[config.mk]
export PLATFORM = sky130hd
export DESIGN_NAME = ffltb_bank
export DESIGN_NICKNAME = d
export VERILOG_FILES = /design/src/design/ffltb_pkg.sv /design/src/design/ffltb_bank.sv /design/src/design/ffltb_chan.sv
export SDC_FILE = /design/constraint.sdc
export NUM_CORES = 1
export LEC_CHECK = 0
export BUFFER_PORTS_ARGS = -buffer_cell sky130_fd_sc_hd__buf_2
export CORE_ASPECT_RATIO = 0.6
export CORE_MARGIN = 2
export CORE_UTILIZATION = 30
export CTS_BUF_LIST = sky130_fd_sc_hd__clkbuf_16
export CTS_CLUSTER_DIAMETER = 40
export DETAILED_ROUTE_END_ITERATION = 8
export PLACE_DENSITY_LB_ADDON = 0.25
export REMOVE_ABC_BUFFERS = 1
export SETUP_SLACK_MARGIN = 0.3
export SLEW_MARGIN = 10
export SYNTH_ARGS = -nofsm -noshare
export SYNTH_HDL_FRONTEND = slang
export SYNTH_SLANG_ARGS = --single-unit
[constraint.sdc]
create_clock -name sys_clk_i -period 2.9 [get_ports sys_clk_i]
set_input_delay 0.58 -clock sys_clk_i [delete_from_list [all_inputs] [get_ports sys_clk_i]]
set_output_delay 0.58 -clock sys_clk_i [all_outputs]
set_load 0.02 [all_outputs]
[src/design/ffltb_pkg.sv]
package ffltb_pkg;
  localparam int DW = 16;
  localparam int NOUT = 2;

  localparam logic [7:0] CMD_PAGE = 8'h00;
  localparam logic [7:0] CMD_CLEAR_FAULTS = 8'h03;
  localparam logic [7:0] CMD_VOUT_CEIL = 8'h24;
  localparam logic [7:0] CMD_OUT_OV = 8'h40;
  localparam logic [7:0] CMD_OUT_UV = 8'h44;
  localparam logic [7:0] CMD_STAGE_OT = 8'h4f;
  localparam logic [7:0] CMD_OT_WARN = 8'h51;
  localparam logic [7:0] CMD_IN_OV = 8'h55;
  localparam logic [7:0] CMD_IN_UV = 8'h59;
  localparam logic [7:0] CMD_STATUS_BYTE = 8'h78;
  localparam logic [7:0] CMD_STATUS_WORD = 8'h79;
  localparam logic [7:0] CMD_STATUS_TEMP = 8'h7d;
  localparam logic [7:0] CMD_COMMIT = 8'he7;

  localparam logic [DW-1:0] RST_OUT_OV = 16'h076c;
  localparam logic [DW-1:0] RST_OUT_UV = 16'h0000;
  localparam logic [DW-1:0] RST_STAGE_OT = 16'h007d;
  localparam logic [DW-1:0] RST_OT_WARN = 16'h07d0;
  localparam logic [DW-1:0] RST_IN_OV = 16'h36b0;
  localparam logic [DW-1:0] RST_IN_UV = 16'h1f40;
  localparam logic [DW-1:0] RST_VOUT_CEIL = 16'h08fc;

  localparam int SB_OFF = 6;
  localparam int SB_OUT_OV = 5;
  localparam int SB_IN_UV = 3;
  localparam int SB_TEMP = 2;
  localparam int SW_VOUT = 15;
  localparam int SW_INPUT = 13;
  localparam int ST_OT_FAULT = 7;
  localparam int ST_OT_WARN = 6;

  typedef struct packed {
    logic valid;
    logic write;
    logic [7:0] code;
    logic [DW-1:0] wdata;
  } ffltb_cmd_t;

  typedef struct packed {
    logic [DW-1:0] vout;
    logic signed [DW-1:0] temp;
    logic enabled;
    logic ramping;
  } ffltb_meas_t;

  typedef struct packed {
    logic out_ov;
    logic out_uv;
    logic stage_ot;
    logic ot_warn;
  } ffltb_flags_t;

  function automatic logic ffltb_is_paged(input logic [7:0] code);
    ffltb_is_paged = (code == CMD_OUT_OV) || (code == CMD_OUT_UV) || (code == CMD_STAGE_OT)
      || (code == CMD_OT_WARN) || (code == CMD_VOUT_CEIL);
  endfunction : ffltb_is_paged
endpackage : ffltb_pkg

[src/design/ffltb_bank.sv]
module ffltb_bank
  import ffltb_pkg::*;
#(
  parameter int N_OUT = ffltb_pkg::NOUT
)
(
  input wire logic sys_clk_i,
  input wire logic arst_n_i,
  input wire ffltb_pkg::ffltb_cmd_t cmd_i,
  output logic rvalid_o,
  output logic [ffltb_pkg::DW-1:0] rdata_o,
  input wire ffltb_pkg::ffltb_meas_t [N_OUT-1:0] meas_i,
  input wire logic [ffltb_pkg::DW-1:0] vin_meas_i,
  input wire logic [N_OUT-1:0][ffltb_pkg::DW-1:0] vout_req_i,
  output logic [N_OUT-1:0][ffltb_pkg::DW-1:0] vout_target_o,
  output logic [N_OUT-1:0] output_overvoltage_flag_o,
  output logic [N_OUT-1:0] out_uv_flag_o,
  output logic [N_OUT-1:0] stage_ot_flag_o,
  output logic input_ov_flag_o,
  output logic input_lockout_o,
  output logic host_alert_pin_n_o,
  output logic thermal_warning_pin_n_o
);
  import ffltb_pkg::*;

  localparam int PW = (N_OUT > 1) ? $clog2(N_OUT) : 1;

  logic [PW-1:0] page;
  logic [DW-1:0] out_ov_wr [N_OUT];
  logic [DW-1:0] out_ov_act [N_OUT];
  logic [DW-1:0] out_uv_lim [N_OUT];
  logic [DW-1:0] stage_ot_lim [N_OUT];
  logic [DW-1:0] ot_warn_lim [N_OUT];
  logic [DW-1:0] vout_ceil [N_OUT];
  logic [DW-1:0] in_ov_wr;
  logic [DW-1:0] in_ov_act;
  logic [DW-1:0] in_uv_wr;
  logic [DW-1:0] in_uv_act;
  ffltb_flags_t flags [N_OUT];
  logic [N_OUT-1:0] ev_out_ov;
  logic [N_OUT-1:0] ev_out_uv;
  logic [N_OUT-1:0] ev_stage_ot;
  logic [N_OUT-1:0] ev_ot_warn;
  logic [N_OUT-1:0] out_on;
  logic st_out_ov;
  logic st_out_uv;
  logic st_in_ov;
  logic st_in_uv;
  logic st_ot_fault;
  logic st_ot_warn;
  logic wr_en;
  logic rd_en;
  logic commit;
  logic clear;
  logic ev_in_ov;
  logic ev_in_uv;
  logic [7:0] status_byte;
  logic [DW-1:0] status_word;
  logic [7:0] status_temp;
  logic [DW-1:0] next_rdata;

  assign wr_en = cmd_i.valid && cmd_i.write;
  assign rd_en = cmd_i.valid && !cmd_i.write;
  assign commit = wr_en && (cmd_i.code == CMD_COMMIT);
  assign clear = wr_en && (cmd_i.code == CMD_CLEAR_FAULTS);
  // input limits compare against the applied copies only
  assign ev_in_ov = vin_meas_i > in_ov_act;
  assign ev_in_uv = vin_meas_i < in_uv_act;

  // page select; a page beyond the last output is ignored
  always_ff @(posedge sys_clk_i or negedge arst_n_i)
  begin
    if (!arst_n_i)
      page <= '0;
    else if (wr_en && cmd_i.code == CMD_PAGE && cmd_i.wdata < DW'(N_OUT))
      page <= cmd_i.wdata[PW-1:0];
  end

  // shared input limits: written copy, taken by a CMD_IN_OV or CMD_IN_UV host write on any page
  always_ff @(posedge sys_clk_i or negedge arst_n_i)
  begin
    if (!arst_n_i)
    begin
      in_ov_wr <= RST_IN_OV;
      in_uv_wr <= RST_IN_UV;
    end
    else
    begin
      if (wr_en && cmd_i.code == CMD_IN_OV)
        in_ov_wr <= cmd_i.wdata;
      if (wr_en && cmd_i.code == CMD_IN_UV)
        in_uv_wr <= cmd_i.wdata;
    end
  end

  // applied copies move only on commit, so a half-written pair never acts
  always_ff @(posedge sys_clk_i or negedge arst_n_i)
  begin
    if (!arst_n_i)
    begin
      in_ov_act <= RST_IN_OV;
      in_uv_act <= RST_IN_UV;
    end
    else if (commit)
    begin
      in_ov_act <= in_ov_wr;
      in_uv_act <= in_uv_wr;
    end
  end

  // a new event in the clearing cycle keeps the bit set
  function automatic logic sticky_next(input logic ev, input logic cur, input logic clr);
    sticky_next = ev || (cur && !clr);
  endfunction : sticky_next

  genvar g;
  generate
    for (g = 0; g < N_OUT; g++)
    begin : g_out
      logic sel;
      assign sel = wr_en && (page == PW'(g)) && ffltb_is_paged(cmd_i.code);

      always_ff @(posedge sys_clk_i or negedge arst_n_i)
      begin
        if (!arst_n_i)
        begin
          out_ov_wr[g] <= RST_OUT_OV;
          out_ov_act[g] <= RST_OUT_OV;
          out_uv_lim[g] <= RST_OUT_UV;
          stage_ot_lim[g] <= RST_STAGE_OT;
          ot_warn_lim[g] <= RST_OT_WARN;
          vout_ceil[g] <= RST_VOUT_CEIL;
        end
        else
        begin
          if (sel)
          begin
            unique case (cmd_i.code)
              CMD_OUT_OV: out_ov_wr[g] <= cmd_i.wdata;
              CMD_OUT_UV: out_uv_lim[g] <= cmd_i.wdata;
              CMD_STAGE_OT: stage_ot_lim[g] <= cmd_i.wdata;
              CMD_OT_WARN: ot_warn_lim[g] <= cmd_i.wdata;
              CMD_VOUT_CEIL: vout_ceil[g] <= cmd_i.wdata;
              default: ;
            endcase
          end
          if (commit)
            out_ov_act[g] <= out_ov_wr[g];
        end
      end

      ffltb_chan u_chan (
        .meas_i(meas_i[g]),
        .ov_lim_i(out_ov_act[g]),
        .uv_lim_i(out_uv_lim[g]),
        .ot_lim_i(stage_ot_lim[g]),
        .warn_lim_i(ot_warn_lim[g]),
        .flags_o(flags[g])
      );

      assign ev_out_ov[g] = flags[g].out_ov;
      assign ev_out_uv[g] = flags[g].out_uv;
      assign ev_stage_ot[g] = flags[g].stage_ot;
      assign ev_ot_warn[g] = flags[g].ot_warn;
      assign out_on[g] = meas_i[g].enabled;

      // ceiling acts at once; no commit needed
      always_ff @(posedge sys_clk_i or negedge arst_n_i)
      begin
        if (!arst_n_i)
          vout_target_o[g] <= '0;
        else if (vout_req_i[g] > vout_ceil[g])
          vout_target_o[g] <= vout_ceil[g];
        else
          vout_target_o[g] <= vout_req_i[g];
      end
    end
  endgenerate

  // sticky status; a new event in the clearing cycle wins
  always_ff @(posedge sys_clk_i or negedge arst_n_i)
  begin
    if (!arst_n_i)
    begin
      st_out_ov <= 1'b0;
      st_out_uv <= 1'b0;
      st_in_ov <= 1'b0;
      st_in_uv <= 1'b0;
      st_ot_fault <= 1'b0;
      st_ot_warn <= 1'b0;
    end
    else
    begin
      st_out_ov <= sticky_next(|ev_out_ov, st_out_ov, clear);
      st_out_uv <= sticky_next(|ev_out_uv, st_out_uv, clear);
      st_in_ov <= sticky_next(ev_in_ov, st_in_ov, clear);
      st_in_uv <= sticky_next(ev_in_uv, st_in_uv, clear);
      st_ot_fault <= sticky_next(|ev_stage_ot, st_ot_fault, clear);
      st_ot_warn <= sticky_next(|ev_ot_warn, st_ot_warn, clear);
    end
  end

  always_comb
  begin
    status_byte = '0;
    status_byte[SB_OFF] = ~|out_on;
    status_byte[SB_OUT_OV] = st_out_ov;
    status_byte[SB_IN_UV] = st_in_uv;
    status_byte[SB_TEMP] = st_ot_warn || st_ot_fault;
    // low byte of the word mirrors the status byte
    status_word = {8'h00, status_byte};
    status_word[SW_VOUT] = st_out_ov || st_out_uv;
    status_word[SW_INPUT] = st_in_ov || st_in_uv;
    status_temp = '0;
    status_temp[ST_OT_FAULT] = st_ot_fault;
    status_temp[ST_OT_WARN] = st_ot_warn;
  end

  // readback returns the written copy, applied or not
  always_comb
  begin
    next_rdata = '0;
    unique case (cmd_i.code)
      CMD_PAGE: next_rdata = DW'(page);
      CMD_VOUT_CEIL: next_rdata = vout_ceil[page];
      CMD_OUT_OV: next_rdata = out_ov_wr[page];
      CMD_OUT_UV: next_rdata = out_uv_lim[page];
      CMD_STAGE_OT: next_rdata = stage_ot_lim[page];
      CMD_OT_WARN: next_rdata = ot_warn_lim[page];
      CMD_IN_OV: next_rdata = in_ov_wr;
      CMD_IN_UV: next_rdata = in_uv_wr;
      CMD_STATUS_BYTE: next_rdata = DW'(status_byte);
      CMD_STATUS_WORD: next_rdata = status_word;
      CMD_STATUS_TEMP: next_rdata = DW'(status_temp);
      default: next_rdata = '0;
    endcase
  end

  always_ff @(posedge sys_clk_i or negedge arst_n_i)
  begin
    if (!arst_n_i)
    begin
      rvalid_o <= 1'b0;
      rdata_o <= '0;
    end
    else
    begin
      rvalid_o <= rd_en;
      if (rd_en)
        rdata_o <= next_rdata;
    end
  end

  always_ff @(posedge sys_clk_i or negedge arst_n_i)
  begin
    if (!arst_n_i)
    begin
      output_overvoltage_flag_o <= '0;
      out_uv_flag_o <= '0;
      stage_ot_flag_o <= '0;
      input_ov_flag_o <= 1'b0;
      input_lockout_o <= 1'b0;
    end
    else
    begin
      output_overvoltage_flag_o <= ev_out_ov;
      out_uv_flag_o <= ev_out_uv;
      stage_ot_flag_o <= ev_stage_ot;
      input_ov_flag_o <= ev_in_ov;
      input_lockout_o <= ev_in_uv;
    end
  end

  // pins follow the sticky bits, so they stay low until faults are cleared
  always_ff @(posedge sys_clk_i or negedge arst_n_i)
  begin
    if (!arst_n_i)
    begin
      host_alert_pin_n_o <= 1'b1;
      thermal_warning_pin_n_o <= 1'b1;
    end
    else
    begin
      host_alert_pin_n_o <= !(st_out_ov || st_out_uv || st_in_ov || st_in_uv
        || st_ot_fault || st_ot_warn);
      thermal_warning_pin_n_o <= !st_ot_warn;
    end
  end
endmodule : ffltb_bank

[src/design/ffltb_chan.sv]
module ffltb_chan
  import ffltb_pkg::*;
(
  input wire ffltb_pkg::ffltb_meas_t meas_i,
  input wire logic [ffltb_pkg::DW-1:0] ov_lim_i,
  input wire logic [ffltb_pkg::DW-1:0] uv_lim_i,
  input wire logic signed [ffltb_pkg::DW-1:0] ot_lim_i,
  input wire logic signed [ffltb_pkg::DW-1:0] warn_lim_i,
  output ffltb_pkg::ffltb_flags_t flags_o
);
  always_comb
  begin
    flags_o.out_ov = meas_i.vout > ov_lim_i;
    // masked during ramp and while disabled
    flags_o.out_uv = (meas_i.vout < uv_lim_i) && meas_i.enabled && !meas_i.ramping;
    flags_o.stage_ot = meas_i.temp > ot_lim_i;
    flags_o.ot_warn = meas_i.temp > warn_lim_i;
  end
endmodule : ffltb_chan

Word level (Yosys, flattened, before mapping)

Index checks and enable logic that the tools add are counted.

$lt $le $gt $ge: 14
Equality and inequality tests: 12
Multiplexer cells: 18
Bitwise logic cells: 2
Reduce and logical (&&, ||, !) cells: 62

Operators with widths:

| kind                                                                   | number |
|---|---|
| 16-bit 2-to-1 mux                                                      | 17 |
| 16-bit one-hot mux with 11 select lines                                | 1 |
| 16-bit greater-than comparator                                         | 9 |
| 8-bit by 7-bit == test with 1-bit output (second input constant)       | 9 |
| 16-bit < comparator                                                    | 3 |
| 1-bit logical AND                                                      | 22 |
| 2-bit AND reduction                                                    | 10 |
| 1-bit logical OR                                                       | 17 |
| 16-bit by 2-bit < comparator with 1-bit output (second input constant) | 1 |
| 2-bit OR reduction                                                     | 5 |
| 8-bit by 2-bit == test with 1-bit output (second input constant)       | 1 |
| 8-bit by 6-bit == test with 1-bit output (second input constant)       | 1 |
| 8-bit == test (second input constant)                                  | 1 |
| 8-bit logical NOT                                                      | 1 |
| 1-bit logical NOT                                                      | 7 |
| 2-bit >= comparator (second input constant)                            | 1 |
| 1-bit NOT with 2-bit output                                            | 1 |
| 1-bit NOT                                                              | 1 |

Register bits: 322
Bits of input ports: 144
Output and inout bits: 59
Word-level logic and storage cells: 142

Logic depth before layout (Yosys ltp)

Depth in word-level cells: 7
Depth in mapped cells: 10
Depth with buffers taken out: 8

Hierarchy

Synthesis repeated with hierarchy kept, for this count alone.

Cell total of the unflattened synthesis: 1718
Area total of the unflattened synthesis: 18637.9 um^2

Modules (own cells, without submodules):

| module                       | instances | cells an instance | area an instance (um^2) | seq. area each (um^2) |
|---|---|---|---|---|
| ffltb_bank                   | 1         | 1274              | 15431.0                 | 8175.3 |
| ffltb_chan (g_out[0].u_chan) | 1         | 217               | 1605.3                  | 0.0 |
| ffltb_chan (g_out[1].u_chan) | 1         | 227               | 1601.5                  | 0.0 |

Worst setup path after synthesis

Ideal clock, no wire load.

Path kind: input -> register
From: input vout_req_i[11] (netlist bit)
To: register vout_target_o[10] (netlist bit)
Library setup time: 125 ps
Arrival: 2297 ps
Data required time: 2775 ps
Path slack: 479 ps
Cell stages on the path: 9
Path buffers: 2
Cell sequence: ha_1 -> and3_1 -> a211oi_1 -> o21ai_0 -> o211ai_1 -> a31o_2 -> buf_2 -> buf_2 -> mux2_2

Cells in the longest elaborated chain, start to end: 2

Ends and longest elaborated chain:

| item                            | RTL line          | RTL |
|---|---|---|
| from (decl)                     | ffltb_bank.sv:14  | `input wire logic [N_OUT-1:0][ffltb_pkg::DW-1:0] vout_req_i,` |
| 16-bit greater-than comparator  | ffltb_bank.sv:172 | `else if (vout_req_i[g] > vout_ceil[g])` |
| 16-bit 2-to-1 mux               | ffltb_bank.sv:172 |  |
| to (signal, indexed assignment) | ffltb_bank.sv:173 | `vout_target_o[g] <= vout_ceil[g];` |
| to (signal, indexed assignment) | ffltb_bank.sv:175 | `vout_target_o[g] <= vout_req_i[g];` |
| to (decl)                       | ffltb_bank.sv:15  | `output logic [N_OUT-1:0][ffltb_pkg::DW-1:0] vout_target_o,` |

No other way between the ends.
A chain may end at the register's enable or synchronous reset.

Final worst setup path

From: register page
To: register rdata_o[13] (netlist bit)

Cells in the longest elaborated chain, start to end: 5
Elaborated cells between the ends (all ways): 17
Those cells by class: mux: 16; bitwise: 1

Ends and longest elaborated chain:

| item                                                | RTL line          | RTL |
|---|---|---|
| from (decl)                                         | ffltb_bank.sv:28  | `logic [PW-1:0] page;` |
| from (signal assigned)                              | ffltb_bank.sv:76  | `page <= cmd_i.wdata[PW-1:0];` |
| 1-bit NOT with 2-bit output (not written as such) * | -                 |  |
| 16-bit 2-to-1 mux (on tied branches) (3 in series)  | -                 |  |
| 16-bit one-hot mux with 11 select lines *           | ffltb_bank.sv:223 | `unique case (cmd_i.code)` |
| to (signal assigned)                                | ffltb_bank.sv:250 | `rdata_o <= next_rdata;` |
| to (decl)                                           | ffltb_bank.sv:11  | `output logic [ffltb_pkg::DW-1:0] rdata_o,` |

Mark *: on every way between the ends. The rest lies on a longest branch, timed or not. The select of a mux whose other input is x is not followed.

==> flow_metrics.tcl <==
set metrics [dict create \
    status "finished clean" \
    maxSlewHeadroom 0.310 \
    p_int_uw 8010 \
    seqPwrFrac 0.427 \
    p_per_area_nw_per_um2 496 \
    grt_pass1_wl_um 97900 \
    pre_cts_ws_ns 0.163 \
    async_reset_ff_frac 1.00 \
    critPathKind "register to register" \
    ys_seq_area_frac 0.440 \
    clock_skew_ns 0.0325 \
    cp_max_fo 16 \
    synthCells 1751 \
    clockBufferDepth 3 \
    row_count 70 \
    drt-total-wl_um 67100 \
    worstSkewPairLatency_ns 0.58 \
    startpoint "page$_DFFE_PN0P_" \
    fin_area_um2 22300 \
    drive_above_1_share 0.327 \
    die_h_um 197 \
    numCtsBuffers 41 \
    rsz0062_at_grt "yes" \
    drc 0 \
    grt.overflow.total 0 \
    p_clk_frac 0.467 \
    synth_edf_count 0 \
    drt_pass1_iterations 5 \
    syn_area_per_cell_um2 10.6 \
    worstHoldPathType "primary input to register" \
    gp_congestion 0.927 \
    synth_top_cell_by_area "dfrtp_1" \
    peakVddDrop_v 0.000361 \
    htreeDepth 2 \
    initial_core_util 0.304 \
    grt_max_degree 86 \
    synth_top_flop_cell "dfrtp_1" \
    hold_ws_ns 0.258 \
    max_cap_violations 0 \
    setup_violations 0 \
    synthTopCellsByCount "dfrtp_1 (228), mux2_2 (202), inv_1 (201), ha_1 (189), nand2_1 (141)" \
    synth_top_area_share 0.307 \
    slew_violations 0 \
    r2r-start "page$_DFFE_PN0P_" \
    drt.antenna.violating_nets 0 \
    coreArea_um2 61000 \
    viasPerCell 5.09 \
    p_leak_uw 0.0107 \
    power_frac_comb 0.106 \
    grt_use_total 0.207 \
    fin_crit_sh 0.881 \
    die_w_um 325 \
    fmax_mhz 392 \
    grt_pass1_vias 14600 \
    syn-cell-area_um2 18600 \
    ys_seq_elements 322 \
    switchingPower_uw 3060 \
    num-fill-cells 6137 \
    vias 14500 \
    hp-start "vout_req_i[30]" \
    cp-start-kind "register" \
    dpl-instance-area_um2 20900 \
    yosys_warnings 0 \
    worstPathRequired_ns 3.36 \
    portBuffers 202 \
    first_iter_violations 1104 \
    synth.area.top_cells "dfrtp_1 (31%), dfstp_2 (13%), ha_1 (13%)" \
    setup_ws_ns 0.346 \
    yosysMostFrequentCell "dfrtp_1" \
    worstMarginPinSlew_ns 1.02 \
    nNetsFinal 2318 \
    hold_viol 0 \
    area_growth_pct 20.2 \
    min_period_ns 2.55 \
    ios 203 \
    antenna_found_initial 9 \
    dp_hpwl_um 51800 \
    clk_pin_slew_ns 0.06 \
    endpoint_kind "register" \
    swShare 0.277 \
    cts-root-buf "clkbuf_16" \
    cp.arrival_ns 3.01 \
    cts_tree "done" \
    die_area_um2 64000 \
    routedWlPerCell_um 23.6 \
    clkSinkCount 322 \
    synth_cell_type_count 70 \
]
cell families after synthesis:
| kind of cell | count (synthesis) | synth area share |
|---|---|---|
| flip-flops | 322 | 0.440 |
| AND/OR/NAND/NOR | 319 | 0.0870 |
| multiplexers | 277 | 0.163 |
| adder cells (fa/ha/maj) | 189 | 0.127 |
| AO/OA/AOI/OAI | 359 | 0.119 |
| buffers and inverters | 285 | 0.0631 |
cell usage in the layout, fill, tap and decap left out, types with 5 or more instances in the layout:
| master | synthesis | final |
|---|---|---|
| o211ai_1 | 18 | 18 |
| and3_1 | 9 | 9 |
| a211oi_1 | 14 | 13 |
| nor2_1 | 44 | 44 |
| a221oi_1 | 5 | 5 |
| inv_6 | 0 | 5 |
| and4_1 | 5 | 5 |
| o21bai_1 | 6 | 6 |
| clkinv_1 | 0 | 9 |
| buf_4 | 16 | 58 |
| mux2_2 | 202 | 202 |
| nand2b_1 | 7 | 7 |
| inv_1 | 201 | 204 |
| buf_2 | 26 | 201 |
| nand2_1 | 141 | 141 |
| buf_12 | 0 | 12 |
| a22o_1 | 17 | 17 |
| o22ai_1 | 25 | 25 |
| dfstp_2 | 94 | 94 |
| nor2b_1 | 13 | 13 |
| a21o_1 | 25 | 25 |
| nor4_1 | 8 | 8 |
| ha_1 | 189 | 189 |
| mux2i_1 | 74 | 74 |
| a211o_1 | 11 | 11 |
| dfrtp_1 | 228 | 227 |
| clkbuf_16 | 0 | 43 |
| nor3_1 | 8 | 6 |
| a21oi_1 | 72 | 72 |
| o21ai_0 | 138 | 138 |
| nand4_1 | 34 | 34 |
| nand3_1 | 19 | 19 |
power by group through the flow:
stage | Sequential, uW | Combinational (uW) | Clock, uW
2_1_floorplan | 4820 | 479 | 0
3_3_place_gp | 4800 | 1120 | 0
3_5_place_dp | 4800 | 1150 | 0
4_1_cts | 4720 | 1160 | 5300
5_1_grt | 4740 | 1300 | 5490
6_report | 4720 | 1170 | 5170
metrics by stage:
stage | utilization | setup TNS [ns] | cells | total power, uW
final | 0.366 | 0 | 2848 | 11100
after global routing | 0.366 | 0 | 2847 | 11500
after CTS | 0.365 | 0 | 2844 | 11200
after detailed placement | 0.342 | 0 | 2766 | 5950
after global placement | 0.342 | 0 | 2766 | 5920
after floorplan | - | -434.82 | 1667 | 5290
final cells by class:
| cell class | count | area [um2] | share of cell area |
|---|---|---|---|
| Antenna cell | 2 | 5.00 | 0.000224 |
| Clock buffer | 43 | 1080 | 0.0482 |
| Clock inverter | 33 | 273 | 0.0122 |
| Inverter | 201 | 754 | 0.0338 |
| Multi-Input combinational cell | 1146 | 9290 | 0.416 |
| Sequential cell | 322 | 8180 | 0.366 |
| Tap cell | 828 | 1040 | 0.0464 |
| Timing Repair Buffer | 273 | 1710 | 0.0765 |
state kept, by name, summed over array words and instances, names as in the netlist, 2 cells and up:
register / count
ot_warn_lim: 32
in_ov_act: 16
vout_ceil: 32
in_uv_act: 16
out_ov_wr: 32
stage_ot_flag_o: 2
vout_target_o: 32
rdata_o: 16
out_ov_act: 32
out_uv_lim: 32
in_ov_wr: 16
out_uv_flag_o: 2
in_uv_wr: 16
stage_ot_lim: 32
output_overvoltage_flag_o: 2
metal layers:
metal	global-route usage	wire length [um]
met5	0	35
met2	0.290	27200
met1	0.313	33200
met4	0.0386	1000
met3	0.0625	5680
timing repair:
action                                  CTS  global route
pin swaps                                 0             3
gates resized for setup                   2             4
endpoints found under the hold margin    26             0
gates cloned                              0             2
setup buffers                             1             0
endpoints found under the setup margin   19            32
hold buffers                              1             0
worst paths after layout:
path	endpoint	slack [ns]	cells past startpoint
min in group asynchronous	vout_target_o[10]$_DFF_PN0_	0.52	2
worst max-delay path	rdata_o[13]$_DFFE_PN0P_	0.35	7
worst max register to register	rdata_o[13]$_DFFE_PN0P_	0.35	7
worst min register to register	out_ov_act[5]$_DFFE_PN1P_	0.49	2
worst min-delay path	vout_target_o[30]$_DFF_PN0_	0.26	2
max in group asynchronous	in_ov_act[4]$_DFFE_PN1P_	1.51	3
worst max-delay path, cell delays in order, from the launching register on:
cell	delay [ns]
dfrtp_4	0.69
buf_4	0.37
mux2i_1	0.39
o22ai_1	0.18
a211oi_1	0.35
buf_4	0.17
nand3_1	0.07
a22o_1	0.20
No activity file was read; power rests on OpenSTA's default activity.
